### config.mk
export PLATFORM = sky130hd
export DESIGN_NAME = cprg_top
export DESIGN_NICKNAME = d
export VERILOG_FILES = /design/src/design/cprg_pkg.sv /design/src/design/cprg_alg_decode.sv /design/src/design/cprg_top.sv /design/src/design/cprg_ucb.sv
export SDC_FILE = /design/constraint.sdc
export NUM_CORES = 1
export LEC_CHECK = 0
export BUFFER_PORTS_ARGS = -buffer_cell sky130_fd_sc_hd__buf_2
export CAP_MARGIN = 40
export CORE_MARGIN = 5
export CORE_UTILIZATION = 49
export CTS_BUF_LIST = sky130_fd_sc_hd__clkbuf_4
export DETAILED_ROUTE_END_ITERATION = 16
export PLACE_DENSITY = 0.74
export SETUP_SLACK_MARGIN = 0.05
export SYNTH_ARGS = -nofsm -noshare
export SYNTH_HDL_FRONTEND = slang
export SYNTH_SLANG_ARGS = --single-unit
### constraint.sdc
create_clock -name mclk -period 9.8 [get_ports mclk]
set_clock_uncertainty 0.15 [all_clocks]
set_input_delay 0.49 -clock mclk [delete_from_list [all_inputs] [get_ports mclk]]
set_output_delay 0.49 -clock mclk [all_outputs]
set_load 0.01 [all_outputs]
### src/design/cprg_pkg.sv
// package for the cache policy request generator
package cprg_pkg;
  // register byte offsets
  localparam logic [7:0] REG_CONFIG = 8'h00;
  localparam logic [7:0] REG_ACCESS = 8'h04;
  localparam logic [7:0] REG_LINE = 8'h08;
  localparam logic [7:0] REG_STATUS = 8'h0c;
  localparam logic [7:0] REG_REQUEST = 8'h10;
  localparam logic [7:0] REG_RESPONSE = 8'h14;
  localparam logic [7:0] REG_UCB = 8'h18;
  // config fields
  localparam int CFG_CAP_LSB = 0;
  localparam int CFG_LINE_BIT = 4;
  localparam int CFG_POL_LSB = 8;
  localparam logic [2:0] CAP_MAX = 3'h5;
  localparam logic [2:0] CFG_POL_RESET = 3'h3;
  localparam int CAP_MIN_KB = 512;
  localparam int LINE_WORDS_SHORT = 16;
  localparam int LINE_WORDS_LONG = 32;
  // cache algorithm codes
  localparam logic [2:0] ALG_UNCACHED = 3'h2;
  localparam logic [2:0] ALG_NONCOH = 3'h3;
  localparam logic [2:0] ALG_COH_EXCL = 3'h4;
  localparam logic [2:0] ALG_COH_EXCL_WR = 3'h5;
  localparam logic [2:0] ALG_UNC_ACCEL = 3'h7;
  localparam int UCB_DEPTH = 8;
  localparam int GATHER_WORDS = 8;

  typedef enum logic [1:0] {
    LS_INVALID,
    LS_CLEAN_EXCL,
    LS_DIRTY_EXCL,
    LS_SHARED
  } cprg_line_state_type;

  typedef enum logic [3:0] {
    RQ_NONE,
    RQ_UNC_READ,
    RQ_UNC_WRITE,
    RQ_NONCOH_BLOCK_READ,
    RQ_COH_READ_EXCL,
    RQ_COH_READ_SHARED,
    RQ_UPGRADE,
    RQ_BLOCK_WRITE,
    RQ_WRITEBACK
  } cprg_req_kind_type;

  typedef enum logic [1:0] {
    SRC_MAPPED,
    SRC_UNMAPPED,
    SRC_DIRECT
  } cprg_seg_type;

  // access size: 0 partial, 1 word, 2 doubleword
  typedef struct packed {
    cprg_req_kind_type kind;
    logic [1:0] size;
    logic [31:0] addr;
  } cprg_req_type;

  typedef struct packed {
    logic [31:0] addr;
    logic [1:0] size;
    logic store;
    logic accel;
  } cprg_ucb_entry_type;
endpackage

### src/design/cprg_alg_decode.sv
// decoder from cache-algorithm code to access class
`timescale 1ns/1ps
module cprg_alg_decode (
  input wire logic [1:0] seg,
  input wire logic [2:0] tlb_alg,
  input wire logic [2:0] unmapped_segment_policy,
  input wire logic [63:0] vaddr,
  output logic uncached,
  output logic accel,
  output logic [2:0] alg
);
  always_comb begin
    unique case (cprg_pkg::cprg_seg_type'(seg))
      cprg_pkg::SRC_MAPPED: alg = tlb_alg;
      cprg_pkg::SRC_UNMAPPED: alg = unmapped_segment_policy;
      cprg_pkg::SRC_DIRECT: alg = vaddr[61:59];
      default: alg = tlb_alg;
    endcase
    // reserved codes fall back to uncached
    uncached = !(alg == cprg_pkg::ALG_NONCOH || alg == cprg_pkg::ALG_COH_EXCL ||
                 alg == cprg_pkg::ALG_COH_EXCL_WR);
    accel = (alg == cprg_pkg::ALG_UNC_ACCEL);
  end
endmodule // cprg_alg_decode

### src/design/cprg_top.sv
// cache policy request generator with apb registers
`timescale 1ns/1ps
module cprg_top (
  input wire logic mclk,
  input wire logic rst,
  input wire logic psel,
  input wire logic penable,
  input wire logic pwrite,
  input wire logic [7:0] paddr,
  input wire logic [31:0] pwdata,
  output logic [31:0] prdata,
  output logic pready,
  output logic pslverr,
  input wire logic sys_accept,
  output logic sys_req_valid,
  output cprg_pkg::cprg_req_type sys_req,
  output logic barrier_hold
);
  // register state
  logic [2:0] cap_q;
  logic line_long_q;
  logic [2:0] pol_q;
  logic [31:0] acc_addr_q;
  cprg_pkg::cprg_line_state_type ways_q [2];
  logic [1:0] way_valid_q;
  logic lru_q;
  logic owned_q;
  logic l1_dirty_q;
  logic pend_data_q;
  logic pend_ack_q;
  logic upg_pend_q;
  logic bar_q;
  logic unc_load_wait_q;
  logic [31:0] prdata_q;
  logic pready_q;
  logic pslverr_q;
  logic req_valid_q;
  // set while the request on the port came from the uncached buffer head
  logic req_ucb_q;
  cprg_pkg::cprg_req_type req_q;
  // gather state for accelerated stores
  logic [31:0] g_base_q;
  logic [3:0] g_words_q;
  logic g_active_q;

  logic setup;
  logic wr_en;
  logic [31:0] wd;
  assign setup = psel && !penable;
  assign wr_en = psel && penable && pwrite && pready_q;
  assign wd = pwdata;

  // access register fields
  logic [1:0] a_seg;
  logic [2:0] a_tlb;
  logic [1:0] a_size;
  logic a_store;
  logic a_go;
  logic a_cache_op;
  logic a_l1_dirty;
  logic [63:0] a_va;
  assign a_seg = wd[1:0];
  assign a_tlb = wd[4:2];
  assign a_size = wd[6:5];
  assign a_store = wd[7];
  assign a_go = wr_en && paddr == cprg_pkg::REG_ACCESS;
  assign a_cache_op = wd[8];
  assign a_l1_dirty = wd[9];
  assign a_va = {2'h0, wd[12:10], 59'h0};

  logic dec_unc;
  logic dec_acc;
  logic [2:0] dec_alg;
  cprg_alg_decode u_dec (
    .seg(a_seg),
    .tlb_alg(a_tlb),
    .unmapped_segment_policy(pol_q),
    .vaddr(a_va),
    .uncached(dec_unc),
    .accel(dec_acc),
    .alg(dec_alg)
  );

  // lookup: a way hits when it is valid and not LS_INVALID; no address tag is compared
  logic [1:0] hit_vec;
  logic hit;
  logic hit_way;
  always_comb begin
    for (int w = 0; w < 2; w++) begin
      hit_vec[w] = way_valid_q[w] && ways_q[w] != cprg_pkg::LS_INVALID;
    end
    hit = |hit_vec;
    hit_way = hit_vec[1] && !hit_vec[0];
  end

  // uncached buffer
  logic ucb_push;
  cprg_pkg::cprg_ucb_entry_type ucb_in;
  logic ucb_pop;
  cprg_pkg::cprg_ucb_entry_type ucb_head;
  logic ucb_empty;
  logic ucb_full;
  logic ucb_plain;
  logic g_flush;
  logic g_full_line;
  logic unc_access;
  logic gatherable;
  assign unc_access = a_go && dec_unc && !a_cache_op;
  assign gatherable = a_store && dec_acc && a_size != 2'h0;
  assign g_full_line = g_active_q && g_words_q == 4'(cprg_pkg::GATHER_WORDS);
  // a gather ends when an uncached access other than a gatherable store to the base or the next sequential word arrives, or the line is full
  assign g_flush = g_active_q && (g_full_line ||
                   (unc_access && !(gatherable && (acc_addr_q == g_base_q ||
                   acc_addr_q == g_base_q + {26'h0, g_words_q, 2'h0}))));
  assign ucb_push = (unc_access && !gatherable) || g_flush;
  always_comb begin
    ucb_in.addr = acc_addr_q;
    ucb_in.size = a_size;
    ucb_in.store = a_store;
    ucb_in.accel = dec_acc;
    if (g_flush) begin
      ucb_in.addr = g_base_q;
      ucb_in.size = g_full_line ? 2'h3 : 2'h2;
      ucb_in.store = 1'b1;
      ucb_in.accel = 1'b1;
    end
  end
  // only an accepted buffer request retires the head entry
  assign ucb_pop = sys_accept && req_valid_q && req_ucb_q;

  cprg_ucb #(
    .DEPTH(cprg_pkg::UCB_DEPTH)
  ) u_ucb (
    .mclk(mclk),
    .rst(rst),
    .push(ucb_push),
    .push_entry(ucb_in),
    .pop(ucb_pop),
    .head(ucb_head),
    .empty(ucb_empty),
    .full(ucb_full),
    .plain_store_pending(ucb_plain)
  );

  always_ff @(posedge mclk or posedge rst) begin
    if (rst) begin
      g_active_q <= 1'b0;
      g_base_q <= '0;
      g_words_q <= '0;
    end else if (unc_access && gatherable && !g_flush && g_active_q) begin
      if (acc_addr_q != g_base_q) g_words_q <= g_words_q + 4'h1;
    end else if (unc_access && gatherable) begin
      g_active_q <= 1'b1;
      g_base_q <= acc_addr_q;
      g_words_q <= 4'h1;
    end else if (g_flush) begin
      g_active_q <= 1'b0;
      g_words_q <= '0;
    end
  end

  // configuration register
  always_ff @(posedge mclk or posedge rst) begin
    if (rst) begin
      cap_q <= '0;
      line_long_q <= 1'b0;
      pol_q <= cprg_pkg::CFG_POL_RESET;
    end else if (wr_en && paddr == cprg_pkg::REG_CONFIG) begin
      if (wd[cprg_pkg::CFG_CAP_LSB +: 3] <= cprg_pkg::CAP_MAX) begin
        cap_q <= wd[cprg_pkg::CFG_CAP_LSB +: 3];
      end
      line_long_q <= wd[cprg_pkg::CFG_LINE_BIT];
      pol_q <= wd[cprg_pkg::CFG_POL_LSB +: 3];
    end
  end

  always_ff @(posedge mclk or posedge rst) begin
    if (rst) begin
      acc_addr_q <= '0;
    end else if (wr_en && paddr == cprg_pkg::REG_LINE) begin
      acc_addr_q <= wd;
    end
  end

  // request generation; cached requests never wait behind queued uncached traffic
  always_ff @(posedge mclk or posedge rst) begin
    if (rst) begin
      req_valid_q <= 1'b0;
      req_ucb_q <= 1'b0;
      req_q <= '0;
    end else if (req_valid_q && !sys_accept) begin
      req_valid_q <= 1'b1;
    end else if (a_go && !dec_unc && !a_cache_op) begin
      // cached requests do not look at the buffer
      req_valid_q <= 1'b0;
      req_ucb_q <= 1'b0;
      req_q.addr <= acc_addr_q;
      req_q.size <= 2'h2;
      if (hit && a_store && ways_q[hit_way] == cprg_pkg::LS_SHARED) begin
        req_valid_q <= 1'b1;
        req_q.kind <= cprg_pkg::RQ_UPGRADE;
      end else if (hit && a_store) begin
        req_q.kind <= cprg_pkg::RQ_NONE;
      end else if (!hit) begin
        req_valid_q <= 1'b1;
        unique case (dec_alg)
          cprg_pkg::ALG_NONCOH: req_q.kind <= cprg_pkg::RQ_NONCOH_BLOCK_READ;
          cprg_pkg::ALG_COH_EXCL: req_q.kind <= cprg_pkg::RQ_COH_READ_EXCL;
          default: req_q.kind <= a_store ? cprg_pkg::RQ_COH_READ_EXCL :
                                            cprg_pkg::RQ_COH_READ_SHARED;
        endcase
      end
    end else if (!ucb_empty && !(req_valid_q && ucb_pop)) begin
      req_valid_q <= 1'b1;
      req_ucb_q <= 1'b1;
      req_q.addr <= ucb_head.addr;
      req_q.size <= ucb_head.size;
      if (ucb_head.store && ucb_head.size == 2'h3) begin
        req_q.kind <= cprg_pkg::RQ_BLOCK_WRITE;
      end else begin
        req_q.kind <= ucb_head.store ? cprg_pkg::RQ_UNC_WRITE : cprg_pkg::RQ_UNC_READ;
      end
    end else if (wr_en && paddr == cprg_pkg::REG_REQUEST && wd[0]) begin
      // writeback of the line held in REG_LINE (acc_addr_q), only once l1 has been merged
      // a refused writeback must not leave a just-accepted request standing
      req_valid_q <= !l1_dirty_q;
      req_ucb_q <= 1'b0;
      if (!l1_dirty_q) begin
        req_q.kind <= cprg_pkg::RQ_WRITEBACK;
        req_q.addr <= acc_addr_q;
        req_q.size <= 2'h3;
      end
    end else if (sys_accept) begin
      req_valid_q <= 1'b0;
    end
  end

  // line state, lru and ownership
  logic victim;
  assign victim = lru_q;
  always_ff @(posedge mclk or posedge rst) begin
    if (rst) begin
      ways_q[0] <= cprg_pkg::LS_INVALID;
      ways_q[1] <= cprg_pkg::LS_INVALID;
      way_valid_q <= '0;
      lru_q <= 1'b0;
      owned_q <= 1'b0;
      l1_dirty_q <= 1'b0;
      pend_data_q <= 1'b0;
      pend_ack_q <= 1'b0;
      upg_pend_q <= 1'b0;
    end else begin
      if (a_go && !dec_unc) begin
        l1_dirty_q <= a_l1_dirty;
        if (a_cache_op) begin
          ways_q[hit_way] <= cprg_pkg::LS_INVALID;
          owned_q <= 1'b0;
        end else if (hit) begin
          lru_q <= !hit_way;
          if (a_store && ways_q[hit_way] == cprg_pkg::LS_CLEAN_EXCL) begin
            ways_q[hit_way] <= cprg_pkg::LS_DIRTY_EXCL;
            owned_q <= 1'b1;
          end else if (a_store && ways_q[hit_way] == cprg_pkg::LS_SHARED) begin
            upg_pend_q <= 1'b1;
          end
        end else begin
          way_valid_q[victim] <= 1'b1;
          ways_q[victim] <= cprg_pkg::LS_INVALID;
          lru_q <= !victim;
          pend_data_q <= 1'b1;
          pend_ack_q <= 1'b1;
        end
      end
      // response register: bit0 last data, bit1 ack, bits3:2 returned state
      if (wr_en && paddr == cprg_pkg::REG_RESPONSE) begin
        if (wd[0] && pend_data_q) begin
          pend_data_q <= 1'b0;
          ways_q[!lru_q] <= cprg_pkg::cprg_line_state_type'(wd[3:2]);
        end
        if (wd[1]) begin
          pend_ack_q <= 1'b0;
          if (upg_pend_q) begin
            upg_pend_q <= 1'b0;
            ways_q[hit_way] <= cprg_pkg::LS_DIRTY_EXCL;
            owned_q <= 1'b1;
          end
        end
        if ((wd[0] || !pend_data_q) && (wd[1] || !pend_ack_q) &&
            (pend_data_q || pend_ack_q)) begin
          // the state comes with the last data, which may precede the ack
          owned_q <= (wd[0] ? cprg_pkg::cprg_line_state_type'(wd[3:2]) : ways_q[!lru_q]) ==
                     cprg_pkg::LS_DIRTY_EXCL;
        end
        // external intervention: bit4 shared, bit5 exclusive/invalidate
        if (wd[4] && hit) begin
          ways_q[hit_way] <= cprg_pkg::LS_SHARED;
          owned_q <= 1'b0;
        end
        if (wd[5] && hit) begin
          ways_q[hit_way] <= cprg_pkg::LS_INVALID;
          owned_q <= 1'b0;
        end
      end
    end
  end

  // barrier and uncached load completion
  always_ff @(posedge mclk or posedge rst) begin
    if (rst) begin
      bar_q <= 1'b0;
      unc_load_wait_q <= 1'b0;
    end else begin
      if (wr_en && paddr == cprg_pkg::REG_UCB && wd[0]) bar_q <= 1'b1;
      else if (!ucb_plain) bar_q <= 1'b0;
      if (unc_access && !a_store) unc_load_wait_q <= 1'b1;
      else if (ucb_empty && !req_valid_q) unc_load_wait_q <= 1'b0;
    end
  end

  // apb slave, zero wait state
  always_ff @(posedge mclk or posedge rst) begin
    if (rst) begin
      prdata_q <= '0;
      pready_q <= 1'b0;
      pslverr_q <= 1'b0;
    end else begin
      pready_q <= setup;
      pslverr_q <= 1'b0;
      prdata_q <= '0;
      if (setup) begin
        unique case (paddr)
          cprg_pkg::REG_CONFIG: prdata_q <= {21'h0, pol_q, 3'h0, line_long_q, 1'b0, cap_q};
          cprg_pkg::REG_LINE: prdata_q <= acc_addr_q;
          cprg_pkg::REG_STATUS: prdata_q <= {21'h0, g_active_q, owned_q, lru_q,
                                             ways_q[1], ways_q[0], upg_pend_q,
                                             pend_ack_q, pend_data_q, l1_dirty_q};
          cprg_pkg::REG_UCB: prdata_q <= {28'h0, unc_load_wait_q, bar_q, ucb_full,
                                          ucb_empty};
          cprg_pkg::REG_ACCESS, cprg_pkg::REG_REQUEST, cprg_pkg::REG_RESPONSE:
            prdata_q <= '0;
          default: pslverr_q <= 1'b1;
        endcase
      end
    end
  end

  assign prdata = prdata_q;
  assign pready = pready_q;
  assign pslverr = pslverr_q;
  assign sys_req_valid = req_valid_q;
  assign sys_req = req_q;
  assign barrier_hold = bar_q;
endmodule // cprg_top

### src/design/cprg_ucb.sv
// in-order uncached buffer
`timescale 1ns/1ps
module cprg_ucb #(
  parameter int DEPTH = cprg_pkg::UCB_DEPTH
) (
  input wire logic mclk,
  input wire logic rst,
  input wire logic push,
  input wire cprg_pkg::cprg_ucb_entry_type push_entry,
  input wire logic pop,
  output cprg_pkg::cprg_ucb_entry_type head,
  output logic empty,
  output logic full,
  output logic plain_store_pending
);
  localparam int AW = $clog2(DEPTH);
  cprg_pkg::cprg_ucb_entry_type mem [DEPTH];
  logic [AW-1:0] wr_q;
  logic [AW-1:0] rd_q;
  logic [AW:0] cnt_q;
  logic [AW:0] plain_q;
  logic do_push;
  logic do_pop;
  logic push_plain;
  logic pop_plain;
  assign do_push = push && !full;
  assign do_pop = pop && !empty;
  assign push_plain = do_push && push_entry.store && !push_entry.accel;
  assign pop_plain = do_pop && head.store && !head.accel;
  assign empty = (cnt_q == '0);
  assign full = (cnt_q == (AW+1)'(DEPTH));
  assign head = mem[rd_q];
  assign plain_store_pending = (plain_q != '0);
  always_ff @(posedge mclk) begin
    if (do_push) begin
      mem[wr_q] <= push_entry;
    end
  end
  always_ff @(posedge mclk or posedge rst) begin
    if (rst) begin
      wr_q <= '0;
      rd_q <= '0;
      cnt_q <= '0;
      plain_q <= '0;
    end else begin
      if (do_push) wr_q <= wr_q + 1'b1;
      if (do_pop) rd_q <= rd_q + 1'b1;
      cnt_q <= cnt_q + (AW+1)'(do_push) - (AW+1)'(do_pop);
      plain_q <= plain_q + (AW+1)'(push_plain) - (AW+1)'(pop_plain);
    end
  end
endmodule // cprg_ucb

==> summary.md <==
| Metric | Value |
|---|---|
| Vias post-DR | `13600` |
| Initial antenna violation count | `1` |
| Vias per cell | `5.93` |
| Die Y | `216 um` |
| Post-DRT Antenna Nets | `0` |
| Status | `finished clean` |
| Reg2Reg Launch Point | `g_base_q[3]` |
| Post_cts resized | `0` |
| Simple-Gate Fraction of Synth Area | `7.78%` |
| Synth Area in XOR/XNOR | `2.31%` |
| Commonest non-fill, non-tap cell in the layout | `edfxtp_1` |
| Number of global-route vias before repair | `14100` |
| I/O pin cnt | `120` |
| Setup slack after layout | `4850 ps` |
| Post-route insts no fill | `2294` |
| Crit path time final | `4950 ps` |
| Setup TNS | `0 ps` |
| Fmax | `0.202 GHz` |
| H-tree Lvls | `3` |
| Reg2reg end | `u_ucb.mem[0][16]` |
| Adder-cell share of the synthesized area | `1.55%` |
| Mux cell area share after synthesis | `15.6%` |
| First-pass DRT Iterations | `5` |
| Placed Instances | `2049` |
| Most used cell, CP | `a21oi_1` |
| Worst Setup EP | `u_ucb.mem[0][16]` |
| CP top delay family | `compound AO/OA/AOI/OAI gates` |
| Post-CTS setup buffer count | `0` |
| Net count after synthesis | `1513` |
| RSZ-0062 raised after global routing | `false` |
| Worst slew pin tran | `846 ps` |
| Clock-pin slew on the worst setup and hold paths | `70 ps` |
| Number of max-cap violations | `0` |
| Post-Syn Area | `0.0209 mm2` |
| Synth Flop Type | `edfxtp_1` |
| Gr usage total | `22.2%` |
| Initial Utilization | `49.7%` |
| Worst setup SP type | `flop` |
| Warnings from Yosys | `0` |
| DRC errors left | `0` |
| WP data required | `10160 ps` |
| Max Fanout on Critical Path | `34` |
| Fin area | `0.0239 mm2` |
| Row Count | `75` |
| Routed len/inst | `22.6 um` |
| R2R cell count | `11` |
| Main combinational cell family by area after synthesis | `multiplexers` |
| PwrDens | `209 mW/mm2` |
| CP startpoint | `g_base_q[3]` |
| Clock Tree Buf Depth | `3` |
| CP peak stage delay | `610 ps` |
| VDD IR max | `0.138 mV` |
| Yosys reg bits | `466` |
| CTS Hold Buffers Added | `42` |
| Synth Area in Compound Gates | `7.24%` |
| CP max-delay cell | `or4_1` |
| Area of the core | `0.0420 mm2` |
| Final hold violations | `0` |
| Die area | `0.0468 mm2` |
| Gr ovfl total | `0` |
| Worst-Skew Late Latency | `840 ps` |
| Levels on crit path | `11` |
| Layout cells sized above 1 | `29.9%` |
| Most frequent cells in the layout | `edfxtp_1 (288), dfrtp_1 (173), clkbuf_4 (161)` |
| Critical path data arrival time | `5310 ps` |
| Gpl congestion | `0.931` |
| Clock Sinks | `466` |
| Final slew viol count | `0` |
| Synth Instances | `1443` |
| Global-route wire length before repair | `80.9 mm` |
| CTS root buffer | `clkbuf_4` |
| Mean Syn Cell Area | `14.5 um2` |
| Sequential share of the synthesized area | `62.8%` |
| FFs w/ async S/R, synth | `38.2%` |
| Largest net degree at the start of global routing | `116` |
| Area growth, synth to finish | `14.6%` |
| Fillcell total | `3291` |
| CP cell instances | `ha_1 -> a21oi_1 -> o21ai_1 -> a21oi_1 -> nor4_1 -> nand4_1 -> or4_1 -> o31a_1 -> o21ai_4 -> buf_4 -> mux2_2` |
| Critical path class | `reg2reg` |
| Routed WL | `51.8 mm` |
| WP buf/inv | `1` |
| EDFF count, synth | `288` |
| Leakage power | `9.24 nW` |
| Nets@finish | `1733` |
| DRT iter0 DRCs | `1354` |
| Slew margin rel. | `43.4%` |
| Number of CTS-inserted buffers | `109` |
| Placed inst area | `0.0220 mm2` |
| Hold Crit Class | `in2reg` |
| Die X | `216 um` |
| Period utilisation layout | `50.5%` |
| Final setup viols | `0` |
| Pre-CTS WS | `4820 ps` |
| TritonCTS clock tree | `built` |
| Reg2Reg Setup Slack | `4850 ps` |
| Count of unique library cells instantiated by Yosys | `80` |
| CP Capture Type | `flop` |
| DPL Wire Length | `32.2 mm` |
| Port bufs | `119` |
==> worst reg2reg max path, stage by stage (launching register included) <==
cell	delay, ps
dfrtp_1	480
ha_1	340
a21oi_1	90
o21ai_1	570
a21oi_1	150
nor4_1	430
nand4_1	180
or4_1	610
o31a_1	380
o21ai_4	190
buf_4	560
mux2_2	510
==> how the worst min path moves through the flow <==
| stage | from | to | slack (ps) | cells past startpoint |
|---|---|---|---|---|
| 3_3_place_gp | sys_req[15] | sys_req[15] | 310 | 2 |
| 4_1_cts | paddr[1] | prdata[5] | 50 | 5 |
| 2_1_floorplan | way_valid_q[0] | way_valid_q[0] | 310 | 1 |
| 5_1_grt | paddr[2] | unc_load_wait_q | 130 | 4 |
| 6_report | paddr[2] | unc_load_wait_q | 180 | 4 |
| 3_5_place_dp | sys_req[15] | sys_req[15] | 320 | 2 |
==> layout make-up <==
| type | instances | area [um2] | share of cell area [%] |
|---|---|---|---|
| clock inverter | 41 | 279 | 1.17 |
| tap | 539 | 674 | 2.82 |
| sequential | 466 | 13100 | 54.8 |
| antenna | 1 | 2.50 | 0.0105 |
| inverter | 38 | 150 | 0.628 |
| timing repair buffer | 188 | 1240 | 5.18 |
| clock buffer | 161 | 1210 | 5.05 |
| multi-input combinational | 860 | 7250 | 30.3 |
==> synth_stat cells, drive strengths merged, types with 6 or more instances <==
| cell type | instances | area share (%) |
|---|---|---|
| inv | 38 | 0.68 |
| nand4 | 15 | 0.45 |
| o31ai | 6 | 0.22 |
| clkbuf | 52 | 1.1 |
| nor3 | 19 | 0.46 |
| nand3 | 21 | 0.53 |
| and4 | 7 | 0.30 |
| a22oi | 11 | 0.40 |
| buf | 25 | 0.81 |
| mux2 | 102 | 6.0 |
| nand2 | 100 | 1.8 |
| ha | 21 | 1.3 |
| xnor2 | 29 | 1.2 |
| o22ai | 6 | 0.18 |
| mux4 | 72 | 7.8 |
| and2 | 7 | 0.21 |
| mux2i | 37 | 1.8 |
| edfxtp | 288 | 41 |
| nor2 | 80 | 1.4 |
| nor4 | 13 | 0.39 |
| nor2b | 6 | 0.18 |
| xor2 | 26 | 1.1 |
| a21o | 7 | 0.25 |
| and3 | 31 | 0.94 |
| a21oi | 82 | 2.0 |
| o21ai | 71 | 1.8 |
| dfrtp | 176 | 21 |
| nand2b | 9 | 0.27 |
==> report_power, final <==
group / internal [mW] / switching (mW) / total, mW
clock network: 0.862 / 0.760 / 1.62
logic: 0.488 / 0.584 / 1.07
registers: 2.18 / 0.114 / 2.30
==> per-stage QoR <==
step | total power, mW | utilization, % | hold WS [ps]
3_3_place_gp | 3.38 | 52.2 | 307
6_report | 4.99 | 56.9 | 176
2_1_floorplan | 3.06 | - | 306
5_1_grt | 5.28 | 56.9 | 127
3_5_place_dp | 3.41 | 52.4 | 319
4_1_cts | 5.05 | 56.9 | 51.8
==> cells by family after synthesis <==
| family | count (synthesis) |
|---|---|
| AO/OA/AOI/OAI | 241 |
| flip-flops | 466 |
| XOR/XNOR | 55 |
| adder cells (fa/ha/maj) | 24 |
| multiplexers | 211 |
| buffers and inverters | 117 |
| AND/OR/NAND/NOR | 329 |
==> registers in the layout (all words and copies together) (netlist names), 4 cells and up <==
name / flops
u_ucb.mem: 288
sys_req: 38
acc_addr_q: 32
g_base_q: 32
prdata: 32
g_words_q: 4
u_ucb.cnt_q: 4
u_ucb.plain_q: 4
ways_q: 4
==> per-layer routing <==
metal  GRT usage (%)  vias up  part of all wire (%)
met5               0        -                     0
met4            8.37        0                   3.0
met3            4.88      113                   7.8
met2            36.2      625                    48
met1            29.7     6855                    41
li1                -     6019                     -
No activity file was read; power rests on OpenSTA's default activity.
